--- config.mk ---
export PLATFORM = sky130hd
export DESIGN_NAME = timer8_ctrl
export DESIGN_NICKNAME = d
export VERILOG_FILES = /design/src/logic/timer8_pkg.sv /design/src/logic/timer8_ctrl.sv
export VERILOG_INCLUDE_DIRS = /design/src /design/src/logic
export SDC_FILE = /design/constraint.sdc
export NUM_CORES = 1
export LEC_CHECK = 0
export BUFFER_PORTS_ARGS = -buffer_cell sky130_fd_sc_hd__buf_2
export CAP_MARGIN = 20
export CORE_UTILIZATION = 35
export DETAILED_ROUTE_END_ITERATION = 8
export GPL_TIMING_DRIVEN = 0
export SLEW_MARGIN = 30
export SYNTH_ARGS = -nofsm -noshare
export SYNTH_HDL_FRONTEND = slang
export SYNTH_SLANG_ARGS = --single-unit
--- constraint.sdc ---
create_clock -name clk_in -period 3.6 [get_ports clk_in]
set_clock_uncertainty 0.1 [all_clocks]
set_input_delay 0.36 -clock clk_in [delete_from_list [all_inputs] [get_ports clk_in]]
set_output_delay 0.36 -clock clk_in [all_outputs]
set_load 0.02 [all_outputs]
--- src/logic/timer8_defines.svh ---
// Register indices, field positions, reset values and limits of the timer
`ifndef TIMER8_DEFINES_SVH
`define TIMER8_DEFINES_SVH
// Register indices; byte address is four times the index
`define IDX_CTRL_A 8'h24
`define IDX_CTRL_B 8'h25
`define IDX_COUNT 8'h26
`define IDX_CMP_A 8'h27
`define IDX_CMP_B 8'h28
`define IDX_FLAGS 8'h2A
// Field positions
`define ACT_A_HI 7
`define ACT_A_LO 6
`define ACT_B_HI 5
`define ACT_B_LO 4
`define FORCE_A_BIT 7
`define FORCE_B_BIT 6
`define MODE_HI_BIT 3
`define FLAG_OVF_BIT 0
`define FLAG_A_BIT 1
`define FLAG_B_BIT 2
// Writable bits and reset values
`define CTRL_A_MASK 8'hF3
`define REG_RESET 8'h00
// Counter limits
`define CNT_MAX 8'hFF
`define CNT_BOTTOM 8'h00
// Prescaler tap masks for divide by 8, 64, 256 and 1024
`define PRE_DIV8 10'h007
`define PRE_DIV64 10'h03F
`define PRE_DIV256 10'h0FF
`define PRE_DIV1024 10'h3FF
`endif

--- src/logic/timer8_pkg.sv ---
// Types shared by the timer control logic
`default_nettype none
package timer8_pkg;
  typedef enum logic [2:0] {
    MODE_NORMAL = 3'b000,
    MODE_PC_FF = 3'b001,
    MODE_CLR_MATCH = 3'b010,
    MODE_FAST_FF = 3'b011,
    MODE_RSV4 = 3'b100,
    MODE_PC_A = 3'b101,
    MODE_RSV6 = 3'b110,
    MODE_FAST_A = 3'b111
  } mode_t;
  typedef enum logic [2:0] {
    CLK_STOP = 3'b000,
    CLK_DIV1 = 3'b001,
    CLK_DIV8 = 3'b010,
    CLK_DIV64 = 3'b011,
    CLK_DIV256 = 3'b100,
    CLK_DIV1024 = 3'b101,
    CLK_EXT_FALL = 3'b110,
    CLK_EXT_RISE = 3'b111
  } clk_sel_t;
endpackage : timer8_pkg
`default_nettype wire

--- src/logic/timer8_ctrl.sv ---
// 8-bit timer: mode, output action, force compare and clock select
//
// The APB slave port was left to the implementer.
`include "timer8_defines.svh"
`default_nettype none
module timer8_ctrl (
  input wire logic clk_in,
  input wire logic rst_in,
  input wire logic psel_in,
  input wire logic penable_in,
  input wire logic pwrite_in,
  input wire logic [11:0] paddr_in,
  input wire logic [31:0] pwdata_in,
  input wire logic ext_count_pin_in,
  output logic [31:0] prdata_out,
  output logic pready_out,
  output logic pslverr_out,
  output logic waveform_out_a_out,
  output logic wave_a_drive_out,
  output logic waveform_out_b_out,
  output logic wave_b_drive_out
);
  import timer8_pkg::*;

  logic [7:0] ctrl_a_q, count_q, cmp_a_q, cmp_b_q, buf_a_q, buf_b_q;
  logic [9:0] pre_q;
  logic mode_hi_q, dir_up_q, block_q, ovf_q, flag_a_q, flag_b_q;
  logic wave_a_q, wave_b_q, drive_a_q, drive_b_q;
  logic sync1_q, sync2_q, sync3_q, pready_q, slverr_q;
  logic [31:0] prdata_q;
  clk_sel_t clk_sel_q;
  logic tick;
  logic [7:0] count_d;
  logic dir_d;

  // Output action per channel; one function for A and B, but only A gets the PWM toggle (tog_ok from mode_hi_q)
  function automatic logic wave_next(input logic cur, input logic [1:0] act,
      input logic fast, input logic pc, input logic up, input logic hit,
      input logic bot, input logic top_ev, input logic ocr_top,
      input logic tog_ok);
    wave_next = cur;
    if (!fast && !pc) begin
      if (hit) begin
        case (act)
          2'b01: wave_next = ~cur;
          2'b10: wave_next = 1'b0;
          2'b11: wave_next = 1'b1;
          default: wave_next = cur;
        endcase
      end
    end else if (act[1]) begin
      if (fast) begin
        if (bot) begin
          wave_next = ~act[0];
        end else if (hit && !ocr_top) begin
          wave_next = act[0];
        end else if (top_ev && ocr_top) begin
          wave_next = ~act[0];
        end
      end else begin
        if (hit && !ocr_top) begin
          wave_next = up ? act[0] : ~act[0];
        end else if (top_ev && ocr_top) begin
          wave_next = ~act[0];
        end
      end
    end else if (act == 2'b01 && tog_ok && hit) begin
      wave_next = ~cur;
    end
  endfunction : wave_next

  // Bus decode; printed offsets are indices, so drop two address bits
  wire [7:0] word_idx = paddr_in[9:2];
  wire aligned = (paddr_in[11:10] == 2'b00) && (paddr_in[1:0] == 2'b00);
  wire hit_ca = aligned && (word_idx == `IDX_CTRL_A);
  wire hit_cb = aligned && (word_idx == `IDX_CTRL_B);
  wire hit_cnt = aligned && (word_idx == `IDX_COUNT);
  wire hit_oa = aligned && (word_idx == `IDX_CMP_A);
  wire hit_ob = aligned && (word_idx == `IDX_CMP_B);
  wire hit_fl = aligned && (word_idx == `IDX_FLAGS);
  wire mapped = hit_ca | hit_cb | hit_cnt | hit_oa | hit_ob | hit_fl;
  wire setup = psel_in & ~penable_in;
  wire wr = psel_in & penable_in & pwrite_in & pready_q;
  wire [7:0] wbyte = pwdata_in[7:0];

  wire [2:0] mode = {mode_hi_q, ctrl_a_q[1:0]};
  wire is_fast = (mode == MODE_FAST_FF) || (mode == MODE_FAST_A);
  wire is_pc = (mode == MODE_PC_FF) || (mode == MODE_PC_A);
  wire is_pwm = is_fast | is_pc;
  wire top_a = (mode == MODE_CLR_MATCH) || (mode == MODE_PC_A) ||
               (mode == MODE_FAST_A);
  wire [7:0] top = top_a ? cmp_a_q : `CNT_MAX;
  wire at_top = (count_q == top);
  wire at_bot = (count_q == `CNT_BOTTOM);
  wire [1:0] act_a = ctrl_a_q[`ACT_A_HI:`ACT_A_LO];
  wire [1:0] act_b = ctrl_a_q[`ACT_B_HI:`ACT_B_LO];

  // Pin edges after two sync stages; third stage only remembers
  wire ext_rise = sync2_q & ~sync3_q;
  wire ext_fall = ~sync2_q & sync3_q;

  always_comb begin
    case (clk_sel_q)
      CLK_STOP: tick = 1'b0;
      CLK_DIV1: tick = 1'b1;
      CLK_DIV8: tick = (pre_q & `PRE_DIV8) == `PRE_DIV8;
      CLK_DIV64: tick = (pre_q & `PRE_DIV64) == `PRE_DIV64;
      CLK_DIV256: tick = (pre_q & `PRE_DIV256) == `PRE_DIV256;
      CLK_DIV1024: tick = pre_q == `PRE_DIV1024;
      CLK_EXT_FALL: tick = ext_fall;
      CLK_EXT_RISE: tick = ext_rise;
      default: tick = 1'b0;
    endcase
  end

  // Matches; a counter write hides the next one
  wire mt_a = tick & ~block_q & (count_q == cmp_a_q);
  wire mt_b = tick & ~block_q & (count_q == cmp_b_q);
  wire frc_a = wr & hit_cb & wbyte[`FORCE_A_BIT] & ~is_pwm;
  wire frc_b = wr & hit_cb & wbyte[`FORCE_B_BIT] & ~is_pwm;
  wire top_ev = tick & at_top;
  wire bot_ev = tick & at_bot;

  // counter stepped only by the enable
  always_comb begin
    count_d = count_q;
    dir_d = dir_up_q;
    if (tick) begin
      if (is_pc) begin
        if (dir_up_q) begin
          dir_d = !at_top;
          count_d = at_top ? count_q - 8'h01 : count_q + 8'h01;
        end else begin
          dir_d = at_bot;
          count_d = at_bot ? count_q + 8'h01 : count_q - 8'h01;
        end
      // only a real TOP match clears
      end else if (top_a || is_fast) begin
        count_d = at_top ? `CNT_BOTTOM : count_q + 8'h01;
      end else begin
        count_d = count_q + 8'h01;
      end
    end
  end

  // overflow at MAX in normal and match-clear
  // overflow at BOTTOM in phase correct
  // overflow at TOP in fast mode 7
  wire ovf_ev = is_pc ? bot_ev :
                (mode == MODE_FAST_A) ? top_ev :
                (tick && count_q == `CNT_MAX);
  wire cmp_upd = !is_pwm || (is_pc ? top_ev : bot_ev);
  wire clr_ovf = wr & hit_fl & wbyte[`FLAG_OVF_BIT];
  wire clr_a = wr & hit_fl & wbyte[`FLAG_A_BIT];
  wire clr_b = wr & hit_fl & wbyte[`FLAG_B_BIT];

  wire [7:0] rd_byte =
    hit_ca ? (ctrl_a_q & `CTRL_A_MASK) :
    hit_cb ? {4'h0, mode_hi_q, clk_sel_q} :
    hit_cnt ? count_q :
    hit_oa ? buf_a_q :
    hit_ob ? buf_b_q :
    hit_fl ? {5'h00, flag_b_q, flag_a_q, ovf_q} : 8'h00;

  wire drive_a_d = (act_a != 2'b00) &&
                   !(is_pwm && act_a == 2'b01 && !mode_hi_q);
  wire drive_b_d = (act_b != 2'b00);

  // Bus slave: no wait state, answer and data from flops
  always_ff @(posedge clk_in) begin
    if (rst_in) begin
      pready_q <= 1'b0;
      slverr_q <= 1'b0;
      prdata_q <= 32'h0000_0000;
    end else begin
      pready_q <= setup;
      slverr_q <= setup & ~mapped;
      prdata_q <= setup ? {24'h00_0000, rd_byte} : 32'h0000_0000;
    end
  end

  // Control and compare registers
  always_ff @(posedge clk_in) begin
    if (rst_in) begin
      ctrl_a_q <= `REG_RESET;
      mode_hi_q <= 1'b0;
      clk_sel_q <= CLK_STOP;
      buf_a_q <= `REG_RESET;
      buf_b_q <= `REG_RESET;
      cmp_a_q <= `REG_RESET;
      cmp_b_q <= `REG_RESET;
    end else begin
      if (wr && hit_ca) ctrl_a_q <= wbyte & `CTRL_A_MASK;
      if (wr && hit_cb) begin
        mode_hi_q <= wbyte[`MODE_HI_BIT];
        clk_sel_q <= clk_sel_t'(wbyte[2:0]);
      end
      if (wr && hit_oa) buf_a_q <= wbyte;
      if (wr && hit_ob) buf_b_q <= wbyte;
      if (cmp_upd) begin
        cmp_a_q <= buf_a_q;
        cmp_b_q <= buf_b_q;
      end
    end
  end

  // Counter, prescaler and pin synchroniser
  // pin sampled whatever its direction
  always_ff @(posedge clk_in) begin
    if (rst_in) begin
      count_q <= `CNT_BOTTOM;
      dir_up_q <= 1'b1;
      block_q <= 1'b0;
      pre_q <= 10'h000;
      sync1_q <= 1'b0;
      sync2_q <= 1'b0;
      sync3_q <= 1'b0;
    end else begin
      count_q <= (wr && hit_cnt) ? wbyte : count_d;
      dir_up_q <= dir_d;
      block_q <= (wr && hit_cnt) | (block_q & ~tick);
      pre_q <= pre_q + 10'h001;
      sync1_q <= ext_count_pin_in;
      sync2_q <= sync1_q;
      sync3_q <= sync2_q;
    end
  end

  // Flags: a new event beats a clear in the same cycle
  // force strobes do not touch flags
  always_ff @(posedge clk_in) begin
    if (rst_in) begin
      ovf_q <= 1'b0;
      flag_a_q <= 1'b0;
      flag_b_q <= 1'b0;
    end else begin
      ovf_q <= ovf_ev | (ovf_q & ~clr_ovf);
      flag_a_q <= mt_a | (flag_a_q & ~clr_a);
      flag_b_q <= mt_b | (flag_b_q & ~clr_b);
    end
  end

  always_ff @(posedge clk_in) begin
    if (rst_in) begin
      wave_a_q <= 1'b0;
      wave_b_q <= 1'b0;
      drive_a_q <= 1'b0;
      drive_b_q <= 1'b0;
    end else begin
      wave_a_q <= wave_next(wave_a_q, act_a, is_fast, is_pc, dir_up_q,
                            mt_a | frc_a, bot_ev, top_ev,
                            cmp_a_q == top, mode_hi_q);
      wave_b_q <= wave_next(wave_b_q, act_b, is_fast, is_pc, dir_up_q,
                            mt_b | frc_b, bot_ev, top_ev,
                            cmp_b_q == top, 1'b0);
      drive_a_q <= drive_a_d;
      drive_b_q <= drive_b_d;
    end
  end

  assign prdata_out = prdata_q;
  assign pready_out = pready_q;
  assign pslverr_out = slverr_q;
  assign waveform_out_a_out = wave_a_q;
  assign waveform_out_b_out = wave_b_q;
  assign wave_a_drive_out = drive_a_q;
  assign wave_b_drive_out = drive_b_q;
endmodule : timer8_ctrl
`default_nettype wire

## Yosys cells after proc, flatten, opt, wreduce, memory -nomap -nowiden

Cells that the tools add are included.

- Bits in registers: 106
- Input bits: 50
- Output and inout port bits: 38
- Word-level logic and storage cells: 211

- Add/sub/neg operators: 3
- Equality and inequality tests: 38
- Muxes and demuxes: 41
- Bitwise operators: 52
- Reductions and logical operators: 51

Operator list:

| operator | number |
|---|---|
| two-way mux 8 bit | 14 |
| == test 8 x 6 -> 1 bit (second input constant) | 6 |
| == test 8 bit | 5 |
| AND 1 bit | 25 |
| logical AND 1 bit | 23 |
| two-way mux 1 bit | 23 |
| == test 3 bit (second input constant) | 7 |
| == test 8 bit (second input constant) | 2 |
| inverter 1 bit | 15 |
| == test 3 x 2 -> 1 bit (second input constant) | 4 |
| bitwise OR 1 bit | 12 |
| adder 10 x 1 -> 10 bit (second input constant) | 1 |
| == test 10 bit (second input constant) | 1 |
| adder 8 x 1 -> 8 bit (second input constant) | 1 |
| == test 2 bit (second input constant) | 4 |
| logical NOT 1 bit | 8 |
| logical NOT 8 bit | 1 |
| case mux 1 bit (8 select lines) | 1 |
| nonzero test 2 bit | 4 |
| subtractor 8 x 1 -> 8 bit (second input constant) | 1 |
| == test 3 x 1 -> 1 bit (second input constant) | 2 |
| == test 6 bit (second input constant) | 1 |
| logical OR 1 bit | 6 |
| case mux 1 bit (3 select lines) | 2 |
| 13 further kinds | 16 |

## Longest topological paths before layout

- Depth in word-level cells: 13
- Gate-level depth with buffers: 11
- Depth with buffers taken out: 9

## Worst setup path before layout

Ideal clock, no wire load.

- Path kind: input to register
- Start point: in paddr_in[11]
- End point: reg wave_b_q, in the netlist waveform_out_b_out
- Library setup time: 120 ps
- Arrival time: 2539 ps
- Data required time: 3380 ps
- Setup slack: 841 ps
- Stages: 9
- Buffers on the path: 1
- Cells stage by stage: or4_1 or3_1 buf_2 nor3_1 and3_1 o21ai_1 a2111oi_2 nor3_1 a211o_1

- Longest elaborated chain between the ends: 13
- Elaborated cells on any way between the ends: 16
- Those cells by class: eq/ne: 1; mux: 6; bitwise: 4; reduce/logical: 5

RTL lines:

| element | line | source |
|---|---|---|
| start: declaration | timer8_ctrl.sv:12 | `input wire logic [11:0] paddr_in,` |
| logical NOT 2 bit * | timer8_ctrl.sv:74 | `wire aligned = (paddr_in[11:10] == 2'b00) && (paddr_in[1:0] == 2'b00);` |
| logical AND 1 bit * | timer8_ctrl.sv:74 |  |
| logical AND 1 bit * | timer8_ctrl.sv:76 | `` wire hit_cb = aligned && (word_idx == `IDX_CTRL_B); `` |
| AND 1 bit * (3 in a row) | timer8_ctrl.sv:120 | `` wire frc_b = wr & hit_cb & wbyte[`FORCE_B_BIT] & ~is_pwm; `` |
| bitwise OR 1 bit * | timer8_ctrl.sv:254 | `mt_b \| frc_b, bot_ev, top_ev,` |
| logical AND 1 bit | timer8_ctrl.sv:55, timer8_ctrl.sv:61 |  |
| two-way mux 1 bit | timer8_ctrl.sv:55 | `end else if (hit && !ocr_top) begin` |
| two-way mux 1 bit | timer8_ctrl.sv:53 | `if (bot) begin` |
| two-way mux 1 bit | timer8_ctrl.sv:52 | `if (fast) begin` |
| two-way mux 1 bit | timer8_ctrl.sv:51 | `end else if (act[1]) begin` |
| two-way mux 1 bit | timer8_ctrl.sv:42 | `if (!fast && !pc) begin` |
| end signal: assignment | timer8_ctrl.sv:253 | `wave_b_q <= wave_next(wave_b_q, act_b, is_fast, is_pc, dir_up_q,` |
| end: declaration | timer8_ctrl.sv:28 | `logic wave_a_q, wave_b_q, drive_a_q, drive_b_q;` |

Every way passes the cells marked *; elsewhere a longest branch is shown, timed or not. The select of a mux whose other input is x is not followed.
A chain may end at the register's enable or synchronous reset.

## Final worst setup path

- Start point: reg mode_hi_q
- End point: reg count_q[4]

- Longest elaborated chain between the ends: 10
- Elaborated cells on any way between the ends: 19
- Those cells by class: eq/ne: 6; mux: 8; reduce/logical: 5

RTL lines:

| element | line | source |
|---|---|---|
| start: declaration | timer8_ctrl.sv:27 | `logic mode_hi_q, dir_up_q, block_q, ovf_q, flag_a_q, flag_b_q;` |
| start signal: assignment | timer8_ctrl.sv:195 | `` mode_hi_q <= wbyte[`MODE_HI_BIT]; `` |
| == test 3 x 2 -> 1 bit / == test 3 bit (equally long branches) | timer8_ctrl.sv:90, timer8_ctrl.sv:88 |  |
| logical OR 1 bit (2 in a row) | timer8_ctrl.sv:90 | `wire top_a = (mode == MODE_CLR_MATCH) \|\| (mode == MODE_PC_A) \|\|` |
| two-way mux 8 bit (no source line) | - |  |
| == test 8 bit | timer8_ctrl.sv:93 | `wire at_top = (count_q == top);` |
| two-way mux 8 bit, on equally long branches | timer8_ctrl.sv:139, timer8_ctrl.sv:132 |  |
| two-way mux 8 bit, on equally long branches | timer8_ctrl.sv:138, timer8_ctrl.sv:130 |  |
| two-way mux 8 bit * | timer8_ctrl.sv:129 | `if (is_pc) begin` |
| two-way mux 8 bit * | timer8_ctrl.sv:128 | `if (tick) begin` |
| two-way mux 8 bit * | timer8_ctrl.sv:219 | `count_q <= (wr && hit_cnt) ? wbyte : count_d;` |
| end signal: assignment | timer8_ctrl.sv:211 | `` count_q <= `CNT_BOTTOM; `` |
| end signal: assignment | timer8_ctrl.sv:219 |  |
| end: declaration | timer8_ctrl.sv:25 | `logic [7:0] ctrl_a_q, count_q, cmp_a_q, cmp_b_q, buf_a_q, buf_b_q;` |

Marks and branches as above.

==> run metrics <==
Placed Cells=838; Net count, final=727; synthesized instance count=597; register bit total from synthesis=82; Starting DRT DRC Count=352; DRT antenna net count=0; Routed WL per cell=about 17 µm; Setup-failing EPs final=0; footprint of the multi-input gates=approximately 0.0030 mm²; post-cts resize count=0; worst reg2reg path depth=9; DRC Markers=0; Top FF cell, synth=dfxtp_1; final hold violations=0; CTS buffer count=9; number of port buffers=38; Layout Cell Area excl Fill=0.00573 mm²; largest net degree at the start of global routing=15; Seq pwr share=0.460; Netlist Area Pre-Place=about 0.005 mm²; final worst-path cycle share=0.890; ANT cells=0; Util after Layout=0.414; EDFF count, synth=0; Ys Warns=0; PD cells=approximately 350 mW/mm²; worst-case clock buffer depth=2; setup TNS=0 ps; critical path required time=3750 ps; fraction of layout cells with a size suffix above 1=0.145; clk root buf=clkbuf_16; Area growth, synth to finish=16.0%; Post-CTS Setup Inserts=0; Ports=88; most frequent cells in the layout=97 x nor2_1, 82 x dfxtp_1, 60 x mux2i_1, 41 x buf_2, 40 x nand2_1; Max Clock Freq=312 MHz; Slew Limit Fails=0; final WL=14.7 mm; global-route wire length before repair=between 20 and 25 mm; Die Width=~120 µm; DR pass1 iterations=5; Initial Util=0.357; Worst-Margin Slew=a little over 900 ps; r2r startpoint=mode_hi_q; Placed Area=between 0.005 and 0.006 mm²; status=complete, no violations; Non-Filler Instances=854; Async SR Flop Fraction=0; CP Max Fanout=7; Max rail drop VDD=~230 µV; clock-pin slew on the worst setup and hold paths=~70 ps; Hold Crit Class=in -> reg; post-layout power=2.01 mW; routability cong.=between 0.9 and 1; GRT Overall Usage=0.212; Sw Share=0.264; Final HPWL DP=about 11 mm; Synth cell types=~70; kind of start point of the critical path=register; row count=43; number of max-cap violations=0; die area=0.0146 mm²; Switch Pwr=between 0.5 and 0.6 mW; CTS Hold Bufs=0; clock group share of total power=0.441; Fill cells=~1.4k; initial antenna violation count=0; Lkg Pwr=2.35 nW; vias per inst=5.37; RSZ-0062 raised after global routing=no; clk sinks=82; die height=121 µm; Crit Path Category=reg -> reg; R2R Setup Slk=400 ps; clock insertion delay at the later pin of the skew report=340 ps; number of H-tree levels=3; internal power=1.48 mW; grt total ovfl=0; commonest non-fill, non-tap cell in the layout=nor2_1; Logic pwr share=0.100; r2r endpoint=count_q[4]; register area=0.00164 mm²; vias in the first global route=4350; CP endpoint kind=register; Rel. slew slack=0.392; DR vias=about 4.6k; Tmin final=~3200 ps; sequential fraction of the synthesis area=0.332; Critical Path AT=between 3000 and 4000 ps; CP endpoint=count_q[4]; Worst Setup SP=mode_hi_q; Core Region=0.0138 mm²; syn avg cell area=8.27 µm²; CTS tree=built
## metrics by stage
| stage | setup WS (ps) | hold WS, ps |
|---|---|---|
| floorplan | 841 | 314 |
| global placement | 465 | 335 |
| detailed placement | 414 | 335 |
| CTS | 454 | 131 |
| global route | 257 | 147 |
| finish | 396 | 133 |
## layout make-up
| cell class | instances | share of cell area |
|---|---|---|
| Tap cell | 180 | 0.0393 |
| Inverter | 13 | 0.00852 |
| Timing Repair Buffer | 38 | 0.0332 |
| Multi-Input combinational cell | 470 | 0.528 |
| Buffer | 55 | 0.0557 |
| Clock inverter | 4 | 0.00590 |
| Clock buffer | 12 | 0.0430 |
| Sequential cell | 82 | 0.287 |
## worst min path at each step
stage	startpoint	endpoint	slack (ps)	cells after the start
after floorplan	sync1_q	sync2_q	310	1
after global placement	sync1_q	sync2_q	340	1
after detailed placement	sync1_q	sync2_q	330	1
after CTS	ext_count_pin_in	sync1_q	130	2
after global routing	ext_count_pin_in	sync1_q	150	2
final	ext_count_pin_in	sync1_q	130	2
## kinds of logic (layout without fill, tap and decap cells)
| logic type | count (synthesis) | in the layout | share of synthesized area |
|---|---|---|---|
| AND/OR/NAND/NOR | 242 | 242 | 0.242 |
| XOR/XNOR | 26 | 26 | 0.0461 |
| AO/OA/AOI/OAI | 109 | 109 | 0.160 |
| other | 1 | 24 | 0.000760 |
| flip-flops | 82 | 82 | 0.332 |
| buffers and inverters | 68 | 122 | 0.0745 |
| adder cells (fa/ha/maj) | 8 | 8 | 0.0203 |
| multiplexers | 61 | 61 | 0.124 |
## flip-flops by register name, indices dropped and copies added, names as in the netlist, 3 cells and up
name	flops
buf_b_q	8
cmp_a_q	8
cmp_b_q	8
ctrl_a_q	6
count_q	8
clk_sel_q	3
prdata_out	8
pre_q	10
buf_a_q	8
## layer usage
metal  global-route usage  share of wire  vias up  wire [µm]
met3               0.0288          0.060       26        885
met4               0.0779          0.022        0        327
li1                     -              -     2220          -
met5                    0              0        -          0
met2                0.348           0.47      159       6930
met1                0.282           0.44     2183       6510
## power groups by stage
stage	combinational [mW]	clock [mW]	sequential (mW)
after floorplan	0.135	0	0.944
after global placement	0.193	0	0.944
after detailed placement	0.196	0	0.944
after CTS	0.196	0.896	0.923
after global routing	0.217	0.935	0.924
final	0.200	0.886	0.923
## Yosys cell counts (6+ instances only)
master	number	area, µm²
buf_4	24	180
mux2i_1	60	601
a21oi_1	26	130
ha_1	8	100
nor2b_1	10	62.6
xnor2_1	10	87.6
nand4_1	8	50.1
inv_1	13	48.8
nor2_1	97	364
nor3_1	22	110
nand3_1	17	85.1
nand2b_1	10	62.6
o22ai_1	6	37.5
dfxtp_1	82	1640
clkbuf_1	21	78.8
nand2_1	40	150
o21ai_0	20	100
a311oi_1	6	52.6
xor2_1	16	140
## critical path: stages (launching register included)
cell and delay [ps]:
dfxtp_1 420, or3b_4 460, and2_4 170, buf_6 130, a2111oi_4 390, a2bb2oi_4 310, o211ai_2 240, mux2i_1 200
or3b_2 460, a31oi_1 230
(Power assumes the default switching activity.)
